==> src/hdl/phy_led_and_control_regs.vh <==
// Offsets, field positions, reset values and timing constants of the LED and PHY control registers.
`ifndef PHY_LED_AND_CONTROL_REGS_VH
`define PHY_LED_AND_CONTROL_REGS_VH

// Register offsets on the management port.
`define LED_CONTROL_ADDR 5'h18
`define PHY_CONTROL_ADDR 5'h19
`define INT_STATUS_ADDR 5'h1E
`define INT_MASK_ADDR 5'h1F

// Fields of led_control.
`define LEDC_RATE_HI 10
`define LEDC_RATE_LO 9
`define LEDC_POL_BIT 7
`define LEDC_FORCE_BIT 4
`define LEDC_ONOFF_BIT 1
`define LEDC_RATE_RST 2'h2

// Fields of phy_control.
`define PHYC_AUTO_XOVER_BIT 15
`define PHYC_FORCE_XOVER_BIT 14
`define PHYC_PAUSE_RX_BIT 13
`define PHYC_PAUSE_TX_BIT 12
`define PHYC_LINK_FD_BIT 11
`define PHYC_BYPASS_BIT 7

// Fields of the interrupt status and mask registers.
`define INT_LINK_FD_BIT 0
`define INT_PAUSE_BIT 1
`define INT_LINK_BIT 2
`define INT_WIDTH 3
`define INT_MASK_RST 3'h0

// Pause ability bits inside the ability words.
`define ABIL_PAUSE_BIT 0
`define ABIL_ASYM_BIT 1

// Timing: clock rate and blink durations in milliseconds.
`define CLK_HZ 40000000
`define MS_PER_S 1000
`define BLINK_20HZ_MS 10'h032
`define BLINK_10HZ_MS 10'h064
`define BLINK_5HZ_MS 10'h0C8
`define BLINK_2HZ_MS 10'h1F4

// Cycles after reset release before the synchronised straps are taken.
`define STRAP_WAIT 2'h3

`endif

==> src/hdl/led_blink_timer.v <==
// Millisecond prescaler and blink phase generator for the link LED.
`default_nettype none

module led_blink_timer #(
  parameter CYCLES_PER_MS = 40000
) (
  input wire i_clk,
  input wire i_rst_n,
  input wire [1:0] i_rate,
  output reg o_phase,
  output reg o_period_end
);

  `include "phy_led_and_control_regs.vh"

  reg [31:0] pre_reg; // Cycle count inside one millisecond.
  reg [9:0] ms_reg; // Millisecond count inside one blink half period.
  reg [9:0] limit; // Half period length for the chosen rate.
  wire ms_tick; // One cycle pulse at the end of each millisecond.

  // Decodes the blink rate field into a half period in milliseconds.
  function [9:0] rate_ms;
    input [1:0] rate;
    begin
      case (rate)
        2'h0: rate_ms = `BLINK_20HZ_MS;
        2'h1: rate_ms = `BLINK_10HZ_MS;
        2'h2: rate_ms = `BLINK_5HZ_MS;
        default: rate_ms = `BLINK_2HZ_MS;
      endcase
    end
  endfunction

  assign ms_tick = (pre_reg == CYCLES_PER_MS - 1);

  // Selects the half period.
  always @* begin
    limit = rate_ms(i_rate);
  end

  // Counts milliseconds and toggles the phase at each half period end.
  always @(posedge i_clk) begin
    if (!i_rst_n) begin
      pre_reg <= 32'h0;
      ms_reg <= 10'h0;
      o_phase <= 1'b0;
      o_period_end <= 1'b0;
    end else begin
      o_period_end <= 1'b0;
      if (ms_tick) begin
        pre_reg <= 32'h0;
        // A rate change to a shorter period that ms_reg has already passed ends the current one at the next millisecond tick.
        if (ms_reg >= limit - 10'h1) begin
          ms_reg <= 10'h0;
          o_phase <= ~o_phase;
          o_period_end <= 1'b1;
        end else begin
          ms_reg <= ms_reg + 10'h1;
        end
      end else begin
        pre_reg <= pre_reg + 32'h1;
      end
    end
  end

endmodule

`default_nettype wire

==> src/hdl/phy_led_and_control_regs.v <==
// LED control and PHY control registers with LED drive, crossover and pause resolution.
`default_nettype none

// The constants are needed before the header, for the parameter default.
`include "phy_led_and_control_regs.vh"

// What this block does
// - Blink rate field picks LED blink period
// - Polarity bit sets LED active level
// - Polarity resets from strap, writes override
// - Force bit drives on/off bit onto LED
// - Auto crossover enable resets from strap
// - Forced crossover swaps transmit and receive pairs
// - Pause receive status resolved from ability bits
// - Pause transmit status resolved from ability bits
// - Pause status only with full-duplex result
// - Link status bit means 100 full-duplex
// - Bypass bit removes LED pulse stretching
module phy_led_and_control_regs #(
  parameter CYCLES_PER_MS = `CLK_HZ / `MS_PER_S
) (
  input wire i_clk,
  input wire i_rst_n,
  input wire [4:0] i_addr,
  input wire [15:0] i_wdata,
  input wire i_wr,
  input wire i_rd,
  output reg [15:0] o_rdata,
  input wire i_strap_led_pol,
  input wire i_strap_auto_xover,
  input wire [1:0] i_local_pause,
  input wire [1:0] i_partner_pause,
  input wire i_hcd_full_duplex,
  input wire i_link_100_fd,
  input wire i_link_up,
  input wire i_activity,
  output reg o_link_led_output,
  output reg o_auto_xover_en,
  output reg o_pairs_swapped,
  output reg o_irq
);

  // Strap pins cross into the clock domain through two flip-flops each.
  reg strap_pol_meta_reg;
  reg strap_pol_reg;
  reg strap_ax_meta_reg;
  reg strap_ax_reg;
  reg [1:0] strap_wait_reg; // Counts cycles until the straps are settled.
  reg strap_pending_reg; // High until the straps have been taken.
  reg led_strap_due_reg; // Clears once the polarity is strapped or written.
  reg phy_strap_due_reg; // Clears once auto crossover is strapped or written.

  // Writable fields of led_control.
  reg [1:0] blink_rate_reg;
  reg led_pol_reg;
  reg led_force_reg;
  reg led_onoff_reg;

  // Writable fields of phy_control.
  reg auto_xover_reg;
  reg force_xover_reg;
  reg bypass_stretch_reg;

  // Resolved status fields.
  reg pause_rx_reg;
  reg pause_tx_reg;
  reg link_fd_reg;
  reg link_reg;

  // Interrupt status and mask.
  reg [`INT_WIDTH-1:0] int_status_reg;
  reg [`INT_WIDTH-1:0] int_mask_reg;
  reg [`INT_WIDTH-1:0] int_event;

  // LED path state.
  reg act_stretch_reg; // Activity held until the end of a blink half period.
  reg led_ind; // Indication before polarity.
  wire blink_phase; // Blink half period phase.
  wire period_end; // Pulse at the end of each blink half period.

  // Resolution results before registering.
  reg pause_rx_next;
  reg pause_tx_next;

  // Register images.
  wire [15:0] led_control_img;
  wire [15:0] phy_control_img;
  wire wr_led;
  wire wr_phy;
  wire wr_mask;
  wire rd_status;

  // Tells whether an address selects a given register.
  function hit;
    input [4:0] addr;
    input [4:0] target;
    begin
      hit = (addr == target);
    end
  endfunction

  assign wr_led = i_wr && hit(i_addr, `LED_CONTROL_ADDR);
  assign wr_phy = i_wr && hit(i_addr, `PHY_CONTROL_ADDR);
  assign wr_mask = i_wr && hit(i_addr, `INT_MASK_ADDR);
  assign rd_status = i_rd && hit(i_addr, `INT_STATUS_ADDR);

  // Reserved positions are constant zero in both images.
  assign led_control_img = {5'h0, blink_rate_reg, 1'b0, led_pol_reg, 2'h0, led_force_reg,
                            2'h0, led_onoff_reg, 1'b0};
  assign phy_control_img = {auto_xover_reg, force_xover_reg, pause_rx_reg, pause_tx_reg,
                            link_fd_reg, 3'h0, bypass_stretch_reg, 7'h0};

  // Brings the strap pins into the clock domain.
  always @(posedge i_clk) begin
    if (!i_rst_n) begin
      strap_pol_meta_reg <= 1'b0;
      strap_pol_reg <= 1'b0;
      strap_ax_meta_reg <= 1'b0;
      strap_ax_reg <= 1'b0;
    end else begin
      strap_pol_meta_reg <= i_strap_led_pol;
      strap_pol_reg <= strap_pol_meta_reg;
      strap_ax_meta_reg <= i_strap_auto_xover;
      strap_ax_reg <= strap_ax_meta_reg;
    end
  end

  // Waits after reset release so the synchronisers hold the pin levels.
  always @(posedge i_clk) begin
    if (!i_rst_n) begin
      strap_wait_reg <= 2'h0;
      strap_pending_reg <= 1'b1;
    end else if (strap_pending_reg) begin
      if (strap_wait_reg == `STRAP_WAIT) begin
        strap_pending_reg <= 1'b0;
      end else begin
        strap_wait_reg <= strap_wait_reg + 2'h1;
      end
    end
  end

  // Holds the led_control fields; a write wins over the strap load.
  always @(posedge i_clk) begin
    if (!i_rst_n) begin
      blink_rate_reg <= `LEDC_RATE_RST;
      led_pol_reg <= 1'b0;
      led_force_reg <= 1'b0;
      led_onoff_reg <= 1'b0;
      led_strap_due_reg <= 1'b1;
    end else if (wr_led) begin
      blink_rate_reg <= i_wdata[`LEDC_RATE_HI:`LEDC_RATE_LO];
      led_pol_reg <= i_wdata[`LEDC_POL_BIT];
      led_force_reg <= i_wdata[`LEDC_FORCE_BIT];
      led_onoff_reg <= i_wdata[`LEDC_ONOFF_BIT];
      // An early write cancels the later strap load, so software keeps its value.
      led_strap_due_reg <= 1'b0;
    end else if (led_strap_due_reg && strap_pending_reg && strap_wait_reg == `STRAP_WAIT) begin
      led_pol_reg <= strap_pol_reg;
      led_strap_due_reg <= 1'b0;
    end
  end

  // Holds the phy_control fields; a write wins over the strap load.
  always @(posedge i_clk) begin
    if (!i_rst_n) begin
      auto_xover_reg <= 1'b0;
      force_xover_reg <= 1'b0;
      bypass_stretch_reg <= 1'b0;
      phy_strap_due_reg <= 1'b1;
    end else if (wr_phy) begin
      auto_xover_reg <= i_wdata[`PHYC_AUTO_XOVER_BIT];
      force_xover_reg <= i_wdata[`PHYC_FORCE_XOVER_BIT];
      bypass_stretch_reg <= i_wdata[`PHYC_BYPASS_BIT];
      // An early write cancels the later strap load, so software keeps its value.
      phy_strap_due_reg <= 1'b0;
    end else if (phy_strap_due_reg && strap_pending_reg && strap_wait_reg == `STRAP_WAIT) begin
      auto_xover_reg <= strap_ax_reg;
      phy_strap_due_reg <= 1'b0;
    end
  end

  // Resolves pause from local and partner pause and asymmetric bits.
  always @* begin
    pause_rx_next = 1'b0;
    pause_tx_next = 1'b0;
    if (i_local_pause[`ABIL_PAUSE_BIT] && i_partner_pause[`ABIL_PAUSE_BIT]) begin
      pause_rx_next = 1'b1;
      pause_tx_next = 1'b1;
    end else if (!i_local_pause[`ABIL_PAUSE_BIT] && i_local_pause[`ABIL_ASYM_BIT] &&
                 i_partner_pause[`ABIL_PAUSE_BIT] && i_partner_pause[`ABIL_ASYM_BIT]) begin
      pause_tx_next = 1'b1;
    end else if (i_local_pause[`ABIL_PAUSE_BIT] && i_local_pause[`ABIL_ASYM_BIT] &&
                 !i_partner_pause[`ABIL_PAUSE_BIT] && i_partner_pause[`ABIL_ASYM_BIT]) begin
      pause_rx_next = 1'b1;
    end
    // Half-duplex results never allow pause.
    if (!i_hcd_full_duplex) begin
      pause_rx_next = 1'b0;
      pause_tx_next = 1'b0;
    end
  end

  // Registers the read-only status fields.
  always @(posedge i_clk) begin
    if (!i_rst_n) begin
      pause_rx_reg <= 1'b0;
      pause_tx_reg <= 1'b0;
      link_fd_reg <= 1'b0;
      link_reg <= 1'b0;
    end else begin
      pause_rx_reg <= pause_rx_next;
      pause_tx_reg <= pause_tx_next;
      link_fd_reg <= i_link_100_fd;
      link_reg <= i_link_up;
    end
  end

  // Flags changes of the status fields as interrupt events.
  always @* begin
    int_event = {`INT_WIDTH{1'b0}};
    int_event[`INT_LINK_FD_BIT] = (link_fd_reg != i_link_100_fd);
    int_event[`INT_PAUSE_BIT] = (pause_rx_reg != pause_rx_next) ||
                                (pause_tx_reg != pause_tx_next);
    int_event[`INT_LINK_BIT] = (link_reg != i_link_up);
  end

  // Sticky status cleared by a read; a new event in that cycle survives.
  always @(posedge i_clk) begin
    if (!i_rst_n) begin
      int_status_reg <= {`INT_WIDTH{1'b0}};
      int_mask_reg <= `INT_MASK_RST;
      o_irq <= 1'b0;
    end else begin
      if (rd_status) begin
        int_status_reg <= int_event;
      end else begin
        int_status_reg <= int_status_reg | int_event;
      end
      if (wr_mask) begin
        int_mask_reg <= i_wdata[`INT_WIDTH-1:0];
      end
      o_irq <= |((rd_status ? int_event : (int_status_reg | int_event)) &
                 (wr_mask ? i_wdata[`INT_WIDTH-1:0] : int_mask_reg));
    end
  end

  // Returns read data one cycle after the read strobe; unmapped reads give zero.
  always @(posedge i_clk) begin
    if (!i_rst_n) begin
      o_rdata <= 16'h0000;
    end else if (i_rd) begin
      case (i_addr)
        `LED_CONTROL_ADDR: o_rdata <= led_control_img;
        `PHY_CONTROL_ADDR: o_rdata <= phy_control_img;
        `INT_STATUS_ADDR: o_rdata <= {13'h0, int_status_reg};
        `INT_MASK_ADDR: o_rdata <= {13'h0, int_mask_reg};
        default: o_rdata <= 16'h0000;
      endcase
    end else begin
      o_rdata <= 16'h0000;
    end
  end

  // Blink timer for the activity indication.
  led_blink_timer #(
    .CYCLES_PER_MS(CYCLES_PER_MS)
  ) u_blink (
    .i_clk(i_clk),
    .i_rst_n(i_rst_n),
    .i_rate(blink_rate_reg),
    .o_phase(blink_phase),
    .o_period_end(period_end)
  );

  // Stretches each activity pulse to the end of the current blink half period.
  always @(posedge i_clk) begin
    if (!i_rst_n) begin
      act_stretch_reg <= 1'b0;
    end else if (i_activity) begin
      act_stretch_reg <= 1'b1;
    end else if (period_end) begin
      act_stretch_reg <= 1'b0;
    end
  end

  // Chooses the indication: forced, direct or stretched.
  always @* begin
    if (led_force_reg) begin
      led_ind = led_onoff_reg;
    end else if (bypass_stretch_reg) begin
      led_ind = i_link_up && !i_activity;
    end else begin
      led_ind = link_reg && !(act_stretch_reg && blink_phase);
    end
  end

  // Drives the LED pin and crossover controls from flip-flops.
  always @(posedge i_clk) begin
    if (!i_rst_n) begin
      o_link_led_output <= 1'b1;
      o_auto_xover_en <= 1'b0;
      o_pairs_swapped <= 1'b0;
    end else begin
      o_link_led_output <= led_pol_reg ? led_ind : ~led_ind;
      o_auto_xover_en <= auto_xover_reg;
      o_pairs_swapped <= force_xover_reg;
    end
  end

endmodule

`default_nettype wire

==> config.mk <==
export PLATFORM = sky130hd
export DESIGN_NAME = phy_led_and_control_regs
export DESIGN_NICKNAME = d
export VERILOG_FILES = /design/src/hdl/led_blink_timer.v /design/src/hdl/phy_led_and_control_regs.v
export VERILOG_INCLUDE_DIRS = /design/src /design/src/hdl
export SDC_FILE = /design/constraint.sdc
export NUM_CORES = 1
export LEC_CHECK = 0
export BUFFER_PORTS_ARGS = -buffer_cell sky130_fd_sc_hd__buf_2
export CORE_MARGIN = 10
export CORE_UTILIZATION = 43
export CTS_CLUSTER_SIZE = 8
export DETAILED_ROUTE_END_ITERATION = 10
export GPL_ROUTABILITY_DRIVEN = 0
export PLACE_DENSITY_LB_ADDON = 0.05
export SLEW_MARGIN = 5
export SYNTH_ARGS = -nofsm -noshare
export SYNTH_HDL_FRONTEND = slang
export SYNTH_SLANG_ARGS = --single-unit
export TNS_END_PERCENT = 100
==> constraint.sdc <==
create_clock -name i_clk -period 6.5 [get_ports i_clk]
set_input_delay 0.65 -clock i_clk [delete_from_list [all_inputs] [get_ports i_clk]]
set_output_delay 0.65 -clock i_clk [all_outputs]
set_load 0.05 [all_outputs]
==> results of run 1 <==
[final timing paths]
path | slack [ns] | startpoint | depth (start not counted) | endpoint
max | 3.68 | blink_rate_reg[0]$_SDFFE_PN0P_ | 11 | u_blink.o_period_end$_SDFF_PN0_
min reg2reg | 0.44 | strap_ax_meta_reg$_SDFF_PN0_ | 1 | strap_ax_reg$_SDFF_PN0_
max reg2reg | 3.68 | blink_rate_reg[0]$_SDFFE_PN0P_ | 11 | u_blink.o_period_end$_SDFF_PN0_
min | 0.44 | strap_ax_meta_reg$_SDFF_PN0_ | 1 | strap_ax_reg$_SDFF_PN0_
[cells in the final DEF, fill, tap and decap left out, types with 13 or more instances in the layout]
| cell type | netlist | final |
|---|---|---|
| nand3_1 | 18 | 18 |
| mux2i_1 | 14 | 14 |
| nor3_1 | 13 | 13 |
| xnor2_1 | 32 | 32 |
| buf_2 | 1 | 43 |
| dfxtp_1 | 88 | 88 |
| nor2_1 | 47 | 47 |
| nor2b_1 | 15 | 15 |
| nand2_1 | 32 | 32 |
| ha_1 | 17 | 17 |
| and2_1 | 25 | 25 |
[kinds of logic after synthesis]
logic type / after synthesis / synth area share
DFF: 88 / 0.429
adders and majority gates: 17 / 0.0518
muxes: 15 / 0.0369
xor gates and xnor gates: 44 / 0.0939
other: 2 / 0.00183
buffers and inverters: 28 / 0.0351
and+or+nand+nor: 209 / 0.303
AOI/OAI and AO/OA: 27 / 0.0485
[cell type report]
type                    count  area share
repair buffers             44      0.0480
clock inverters             6      0.0251
well taps                 129      0.0348
multi-input cells         317       0.476
clock buffers              10      0.0296
flip-flops and latches     88       0.379
inverters                   9     0.00728
[stage by stage]
stage	utilization	power [uW]	hold WS, ns
global placement	0.473	650	0.422
CTS	0.500	1120	0.446
finish	0.500	1100	0.442
floorplan	-	633	0.412
global route	0.500	1150	0.473
detailed placement	0.473	651	0.424
[layer usage]
metal | routed length [microns] | vias to the layer above
li1 | - | 1553
met1 | 3810 | 1333
met2 | 3570 | 38
met3 | 401 | 11
met4 | 129 | 0
met5 | 0 | -
[power breakdown]
group	internal, uW	leakage, uW	total, uW	switching, uW
sequential	555	0.000713	565	9.95
clock	268	0.000127	466	198
combinational	32.1	0.00103	72.4	40.3
==> results.md, run 1 <==
- Post-CTS sizing: 0
- Most common cell in the synthesized netlist: dfxtp_1
- M1 GR Usage: 0.150
- Post-synthesis instance total: 430
- Die Y: 118 microns
- WS Path Type: flip-flop to flip-flop
- Total CTS buffers: 9
- Post-synth top area cell: dfxtp_1
- Longest Clk Path Bufs: 2
- Vias: 2935
- Initial antenna violation count: 0
- WP buf/inv: 1
- Chip Width: 118 microns
- Fmax: 355 MHz
- Crit start category: flip-flop
- Placed Instances: 587
- Final wirelength: 7.91 mm
- Clock transition at path regs: 0.09 ns
- Distinct cells, synth: 49
- Worst path slowest cell: a211oi_1
- Max-cap violations: 0
- IO Pins: 55
- Postcts setup bufs: 0
- Clock sinks: 88
- Syn. warnings: 0
- Ranking of synthesized cells by area: dfxtp_1 43%, xnor2_1 6.8%, ha_1 5.2%, nor2_1 4.3%, and2_1 3.8%
- Hold crit path type: flip-flop to flip-flop
- H-tree depth: 3
- Core Area: 9280 sq um
- Clk root buf: clkbuf_8
- Final instance area: 4640 sq um
- Crit-path max FO: 5
- DRC viols: 0
- Critical path endpoint category: flip-flop
- Cell family with most CP delay: compound AO/OA/AOI/OAI gates
- Least-Margin Pin Slew: 0.666 ns
- CTS tree: yes
- Max-slew headroom: 0.553
- Max reg flops: 32
- Final worst setup slack: 3.68 ns
- Status: finished, final reports clean
- Post-DRT Antenna Nets: 0
- Busiest grt layer: met2
- Crit path time final: 2.82 ns
- Final slew viol count: 0
- Final hold violation count: 0
- Global-route wire length before repair: 14.0 mm
- Area delta synth->final: 13.1%
- Die ar.: 13900 sq um
- Worst VDD drop: 0.153 mV
- RSZ-0062 raised after global routing: no
- Largest net degree at the start of global routing: 45
- Synth cell count leaders: 88 x dfxtp_1, 47 x nor2_1, 32 x nand2_1, 32 x xnor2_1, 25 x and2_1
- Layout Cells excl Fill: 603
- DRT Pass-1 Iters: 4
- Layout Nets: 521
- Number of setup violations in the final report: 0
- Req. time, crit path: 6.76 ns
- Synth Flop Type: dfxtp_1
- Port bufs: 43
- Crit path cell chain: inv_1, ha_1, nand3_1, nor2_1, o32ai_1, ha_1, and4_1, o211a_1, a211oi_1, nor2b_1, and2_1
- Total GRT Usage: 0.119
- Setup TNS: 0 ns
- Setup slack at placement: 3.65 ns
- Grt total ovfl: 0
- Met2 Use GR: 0.183
- # fillers: 920
- # rows: 35
- Worst clock skew: 0.00917 ns
- Tcrit/Tclk final: 0.433
- Syn Std Cell Area: 4100 sq um
- WL/cell: 13.1 microns
- Initial Util: 0.442
- Leakage: 0.00187 uW
- Syn_area_per_cell: 9.54 sq um
- Seq/Total Area, Yosys: 0.429
- Number of flops mapped to enable cells by yosys: 0
- Number of global-route vias before repair: 2964
- Yosys top cell area share: 0.429
- CP most frequent cell: ha_1
- # diodes: 0
- # hold bufs at CTS: 0
- CP peak stage delay: 0.57 ns
- DP Wirelength: 5.79 mm
- Synth Register Bits: 88
- Post-DP Area: 4390 sq um
- FFs w/ async S/R, synth: 0
- Vias per inst: 4.87
- Pwr/cell area: 238 nW/um^2
- WP data arrival: 3.07 ns
- Global routing usage on met3: 0.0374
- Iteration-0 DRC Markers: 140
- Register area: 1760 sq um
- Layout cells sized above 1: 0.169
- Area of the multi-input gates: 2210 sq um
- Clock Latency Late Sink: 0.35 ns
Power figures use the tool's default switching activity.
==> run 2: changes to the inputs <==
==> constraint.sdc (replaced) <==
create_clock -name i_clk -period 2.9 [get_ports i_clk]
set_input_delay 0.29 -clock i_clk [delete_from_list [all_inputs] [get_ports i_clk]]
set_output_delay 0.29 -clock i_clk [all_outputs]
set_load 0.05 [all_outputs]
==> results.md, run 2 (synthesized netlist as in run 1, its figures left out) <==
- Logic pwr share: 0.069 (+0.003)
- CTS tree: yes
- Worst-case reg-to-reg path depth: 12 (+1)
- DRC viols: 0 (unchanged)
- Switching power: 564 uW (+130%)
- Crit-path max FO: 8 (+3)
- # fillers: 928 (+0.87%)
- Sw Share: 0.238 (+0.0133)
- Setup TNS: 0 ns (unchanged)
- Core Util, Final: 0.498 (-0.00256)
- Number of setup violations in the final report: 0 (unchanged)
- Clock sinks: 88 (unchanged)
- Layout Cells excl Fill: 604 (+0.17%)
- Least-Margin Pin Slew: 0.701 ns (+0.0345 ns)
- Crit path time final: 2.62 ns (-0.202 ns)
- Iteration-0 DRC Markers: 132 (-5.7%)
- WL/cell: 13.7 microns (+4.7%)
- Clock Latency Late Sink: 0.36 ns (about the same)
- Final slew viol count: 0 (unchanged)
- Commonest cells after routing, fill and taps aside: 88 x dfxtp_1, 47 x nor2_1, 43 x buf_2
- Final wirelength: 8.30 mm (+4.9%)
- Post-CTS sizing: 0 (unchanged)
- Most common cell after layout, fill and taps aside: dfxtp_1
- Pwr/cell area: 513 nW/um^2 (+120%)
- Worst path slowest cell: o41ai_4
- Crit path launch: blink_rate_reg[0]$_SDFFE_PN0P_
- Hold Path Stages: 2 (+1)
- Final hold violation count: 0 (unchanged)
- Max-cap violations: 0 (unchanged)
- Crit start category: flip-flop
- RSZ-0062 raised after global routing: no
- H-tree depth: 3 (unchanged)
- Worst clock skew: 0.0130 ns (+0.00387 ns)
- Tcrit/Tclk final: 0.902 (+0.468)
- Postcts setup bufs: 0 (unchanged)
- Vias per inst: 5.02 (+3.1%)
- WP buf/inv: 2 (+1)
- Post-DRT Antenna Nets: 0 (unchanged)
- Hold crit path type: input pin to flip-flop
- WP data arrival: 2.84 ns (-0.23 ns)
- Crit path capture: u_blink.ms_reg[3]$_SDFFE_PN0P_
- Layout cells sized above 1: 0.171 (+0.00175)
- # diodes: 0 (unchanged)
- Initial antenna violation count: 0 (unchanged)
- Final instance area: 4620 sq um (-0.51%)
- Cell family with most CP delay: compound AO/OA/AOI/OAI gates
- Longest Clk Path Bufs: 2 (unchanged)
- Crit path cell chain: inv_1, ha_1, nand3_1, nor2_1, o32ai_1, ha_1, and4_1, o211a_1, a211oi_1, buf_4, o41ai_4, nor2_1
- Leakage: 0.00186 uW (-0.37%)
- Clock transition at path regs: 0.09 ns (about the same)
- Die Y: 118 microns (unchanged)
- R2R setup slack: 0.28 ns (-3.40 ns)
- DRT Pass-1 Iters: 4 (unchanged)
- CP peak stage delay: 0.44 ns (-0.13 ns)
- Number of global-route vias before repair: 2987 (+0.78%)
- Vias: 3031 (+3.3%)
- Post-DP Area: 4400 sq um (+0.34%)
- Fmax: 382 MHz (+7.7%)
- Total CTS buffers: 9 (unchanged)
- Port bufs: 43 (unchanged)
- Core Area: 9280 sq um (unchanged)
- Max-slew headroom: 0.533 (-0.0203)
- IO Pins: 55 (unchanged)
- Pint: 1800 uW (+110%)
- Grt total ovfl: 0 (unchanged)
- Max reg flops: 32 (unchanged)
- Placed Instances: 589 (+0.34%)
- # hold bufs at CTS: 0 (unchanged)
- Initial Util: 0.442 (unchanged)
- Largest net degree at the start of global routing: 45 (unchanged)
- Clk pwr share: 0.395 (-0.027)
- Chip Width: 118 microns (unchanged)
- # rows: 35 (unchanged)
- FF-to-FF End: u_blink.ms_reg[3]$_SDFFE_PN0P_
- Req. time, crit path: 3.13 ns (-3.63 ns)
- Crit path depth: 12 (+1)
- Clk root buf: clkbuf_8
- Critical path endpoint category: flip-flop
- Area delta synth->final: 12.6%
- Global-route wire length before repair: 14.2 mm (+1.5%)
- Layout Nets: 523 (+0.38%)
- DP Wirelength: 6.02 mm (+3.9%)
- Worst VDD drop: 0.336 mV (+120%)
- Reg2reg start: blink_rate_reg[0]$_SDFFE_PN0P_
- Status: finished, final reports clean
- WS Path Type: flip-flop to flip-flop
- Total GRT Usage: 0.120 (+0.00190)
- Flop pwr share: 0.535 (+0.023)
- Die ar.: 13900 sq um (unchanged)
## run 2: cell count changes in the layout (fill, tap and decap cells not counted)
cell / delta
clkbuf_8: -1
buf_4: +2
inv_6: +2
clkinv_4: -2
clkinv_2: +1
bufinv_16: -1
## run 2: how the worst min path moves through the flow
| stage | start | end | slack, ns |
|---|---|---|---|
| final | i_strap_led_pol | strap_pol_meta_reg$_SDFF_PN0_ | 0.13 |
| after floorplan | i_link_100_fd | link_fd_reg$_SDFF_PN0_ | 0.41 |
| after detailed placement | strap_ax_meta_reg$_SDFF_PN0_ | strap_ax_reg$_SDFF_PN0_ | 0.42 |
| after global placement | strap_ax_meta_reg$_SDFF_PN0_ | strap_ax_reg$_SDFF_PN0_ | 0.41 |
| after CTS | i_strap_led_pol | strap_pol_meta_reg$_SDFF_PN0_ | 0.11 |
| after global routing | i_strap_auto_xover | strap_ax_meta_reg$_SDFF_PN0_ | 0.11 |
## run 2: per-stage QoR
stage / setup WS, ns / total power, uW / hold WS, ns
5_1_grt: 0.0304 / 2480 / 0.115
2_1_floorplan: 0.421 / 1420 / 0.412
3_5_place_dp: 0.269 / 1460 / 0.423
6_report: 0.285 / 2370 / 0.133
3_3_place_gp: 0.330 / 1460 / 0.414
4_1_cts: 0.256 / 2410 / 0.114
## run 2: metal layers
layer | GRT usage | share of wire
met5 | 0 | 0
met2 | 0.192 | 0.47
met1 | 0.148 | 0.47
met3 | 0.0465 | 0.048
met4 | 0.0325 | 0.0054
## run 2: final cells by class
class                      instances  area, sq um  area share
tap                              129          161      0.0349
sequential                        88         1760       0.381
timing repair buffer              46          238      0.0515
inverter                           9         33.8     0.00731
multi-input combinational        317         2210       0.478
clock inverter                     6         91.3      0.0198
clock buffer                       9          124      0.0268
## run 2: power by group through the flow
stage,clock [uW],combinational [uW],sequential [uW]
floorplan,0,122,1300
global placement,0,163,1300
detailed placement,0,166,1300
CTS,970,167,1270
global route,1020,185,1270
finish,936,164,1270
==> run 3: changes to the inputs <==
--- a/config.mk
+++ b/config.mk
@@ -9,6 +9,7 @@
 export BUFFER_PORTS_ARGS = -buffer_cell sky130_fd_sc_hd__buf_2
 export CORE_MARGIN = 10
 export CORE_UTILIZATION = 43
+export CTS_BUF_LIST = sky130_fd_sc_hd__clkbuf_4
 export CTS_CLUSTER_SIZE = 8
 export DETAILED_ROUTE_END_ITERATION = 10
 export GPL_ROUTABILITY_DRIVEN = 0
==> results.md, run 3 (synthesized netlist as in run 1, its figures left out) <==
- Max-cap violations: 0 (unchanged)
- Initial antenna violation count: 0 (unchanged)
- Min-delay src: i_strap_led_pol
- # hold bufs at CTS: 0 (unchanged)
- Number of setup violations in the final report: 0 (unchanged)
- FF-to-FF End: u_blink.ms_reg[7]$_SDFFE_PN0P_
- Least-Margin Pin Slew: 0.709 ns (+0.00857 ns)
- WL/cell: 13.7 microns (-0.55%)
- Clock transition at path regs: 0.14 ns (+0.05 ns)
- Global-route wire length before repair: 14.1 mm (-0.73%)
- Number of global-route vias before repair: 2980 (-0.23%)
- DRT Pass-1 Iters: 5 (+1)
- Crit path time final: 2.61 ns (-0.00923 ns)
- WP data arrival: 2.91 ns (+0.07 ns)
- Setup TNS: 0 ns (unchanged)
- Port bufs: 43 (unchanged)
- Total GRT Usage: 0.119 (-0.00120)
- Crit start category: flip-flop
- Layout cells sized above 1: 0.171 (unchanged)
- Post-CTS sizing: 0 (unchanged)
- Req. time, crit path: 3.20 ns (+0.07 ns)
- DP Wirelength: 6.02 mm (unchanged)
- Vias per inst: 5.04 (+0.49%)
- Worst clock skew: 0.0187 ns (+0.00567 ns)
- DRC viols: 0 (unchanged)
- Fmax: 384 MHz (+0.35%)
- Register area: 1760 sq um (unchanged)
- Most common cell after layout, fill and taps aside: dfxtp_1
- Worst-case reg-to-reg path depth: 12 (unchanged)
- Chip Width: 118 microns (unchanged)
- Area of the multi-input gates: 2210 sq um (unchanged)
- RSZ-0062 raised after global routing: no
- Post-DRT Antenna Nets: 0 (unchanged)
- Die ar.: 13900 sq um (unchanged)
- Grt total ovfl: 0 (unchanged)
- # diodes: 0 (unchanged)
- Tot Pwr: 2210 uW (-6.6%)
- Status: finished, final reports clean
- H-tree depth: 3 (unchanged)
- R2R setup slack: 0.29 ns (about the same)
- Initial Util: 0.442 (unchanged)
- Reg2reg start: blink_rate_reg[0]$_SDFFE_PN0P_
- Vias: 3046 (+0.49%)
- Clock Latency Late Sink: 0.43 ns (+0.07 ns)
- Longest Clk Path Bufs: 2 (unchanged)
- Core Area: 9280 sq um (unchanged)
- Die Y: 118 microns (unchanged)
- Clock sinks: 88 (unchanged)
- Setup slack at placement: 0.269 ns (unchanged)
- Leakage: 0.00184 uW (-1.3%)
- Critical path endpoint category: flip-flop
- Hold endpoint: strap_pol_meta_reg$_SDFF_PN0_
- Iteration-0 DRC Markers: 116 (-12%)
- # rows: 35 (unchanged)
- Final slew viol count: 0 (unchanged)
- Area delta synth->final: 11.2%
- Crit-path max FO: 8 (unchanged)
- Largest net degree at the start of global routing: 45 (unchanged)
- Final worst setup slack: 0.294 ns (+0.00923 ns)
- Layout Nets: 523 (unchanged)
- Final wirelength: 8.25 mm (-0.55%)
- Hold Path Stages: 2 (unchanged)
- Total CTS buffers: 9 (unchanged)
- Tcrit/Tclk final: 0.899 (-0.00318)
- Commonest cells after routing, fill and taps aside: 88 x dfxtp_1, 47 x nor2_1, 43 x buf_2
- CTS tree: yes
- # fillers: 929 (+0.11%)
- WS Path Type: flip-flop to flip-flop
- Pwr/cell area: 484 nW/um^2 (-5.5%)
- Max reg flops: 32 (unchanged)
- Hold crit path type: input pin to flip-flop
- WHS: 0.0555 ns (-0.0770 ns)
- Max-slew headroom: 0.527 (-0.00571)
- Worst VDD drop: 0.323 mV (-4.0%)
- Postcts setup bufs: 0 (unchanged)
- Clk root buf: clkbuf_4
- IO Pins: 55 (unchanged)
- Final hold violation count: 0 (unchanged)
==> run 3: critical path: stages, from the launching register on <==
cell and delay, ns:
dfxtp_1 0.43, inv_1 0.12, ha_1 0.26, nand3_1 0.12, nor2_1 0.05, o32ai_1 0.22
ha_1 0.18, and4_1 0.22, o211a_1 0.16, a211oi_1 0.05, buf_4 0.16, o41ai_4 0.43
nor2_1 0.10
==> run 3: how the worst max path moves through the flow <==
stage	from	to	slack, ns	cells after the start
after floorplan	blink_rate_reg[0]$_SDFFE_PN0P_	u_blink.o_period_end$_SDFF_PN0_	0.42	11
after global placement	blink_rate_reg[0]$_SDFFE_PN0P_	u_blink.ms_reg[9]$_SDFFE_PN0P_	0.33	12
after detailed placement	blink_rate_reg[0]$_SDFFE_PN0P_	u_blink.ms_reg[3]$_SDFFE_PN0P_	0.27	12
after CTS	blink_rate_reg[0]$_SDFFE_PN0P_	u_blink.ms_reg[7]$_SDFFE_PN0P_	0.23	12
after global routing	blink_rate_reg[0]$_SDFFE_PN0P_	u_blink.ms_reg[2]$_SDFFE_PN0P_	0.02	12
final	blink_rate_reg[0]$_SDFFE_PN0P_	u_blink.ms_reg[7]$_SDFFE_PN0P_	0.29	12
==> run 3: per-stage QoR <==
stage	cells	cell area, sq um	utilization
2_1_floorplan	433	4120	-
3_3_place_gp	589	4400	0.474
3_5_place_dp	589	4400	0.474
4_1_cts	604	4560	0.492
5_1_grt	604	4560	0.492
6_report	604	4560	0.492
==> run 3: per-layer routing <==
layer / track usage / vias to the layer above / routed length, microns
met2: 0.194 / 49 / 3960
met4: 0.0301 / 0 / 78
met5: 0 / - / 0
li1: - / 1558 / -
met1: 0.144 / 1430 / 3820
met3: 0.0451 / 9 / 394
==> run 3: where the power goes <==
group	leakage [uW]	internal (uW)	switching [uW]
registers	0.000713	1250	22.6
logic	0.00104	72.0	91.8
clock network	0.0000868	352	426
==> run 3: cell type report <==
class,count,share of cell area
Clock buffer,9,0.0148
Clock inverter,6,0.0200
Inverter,9,0.00740
Multi-Input combinational cell,317,0.484
Sequential cell,88,0.386
Tap cell,129,0.0354
Timing Repair Buffer,46,0.0521
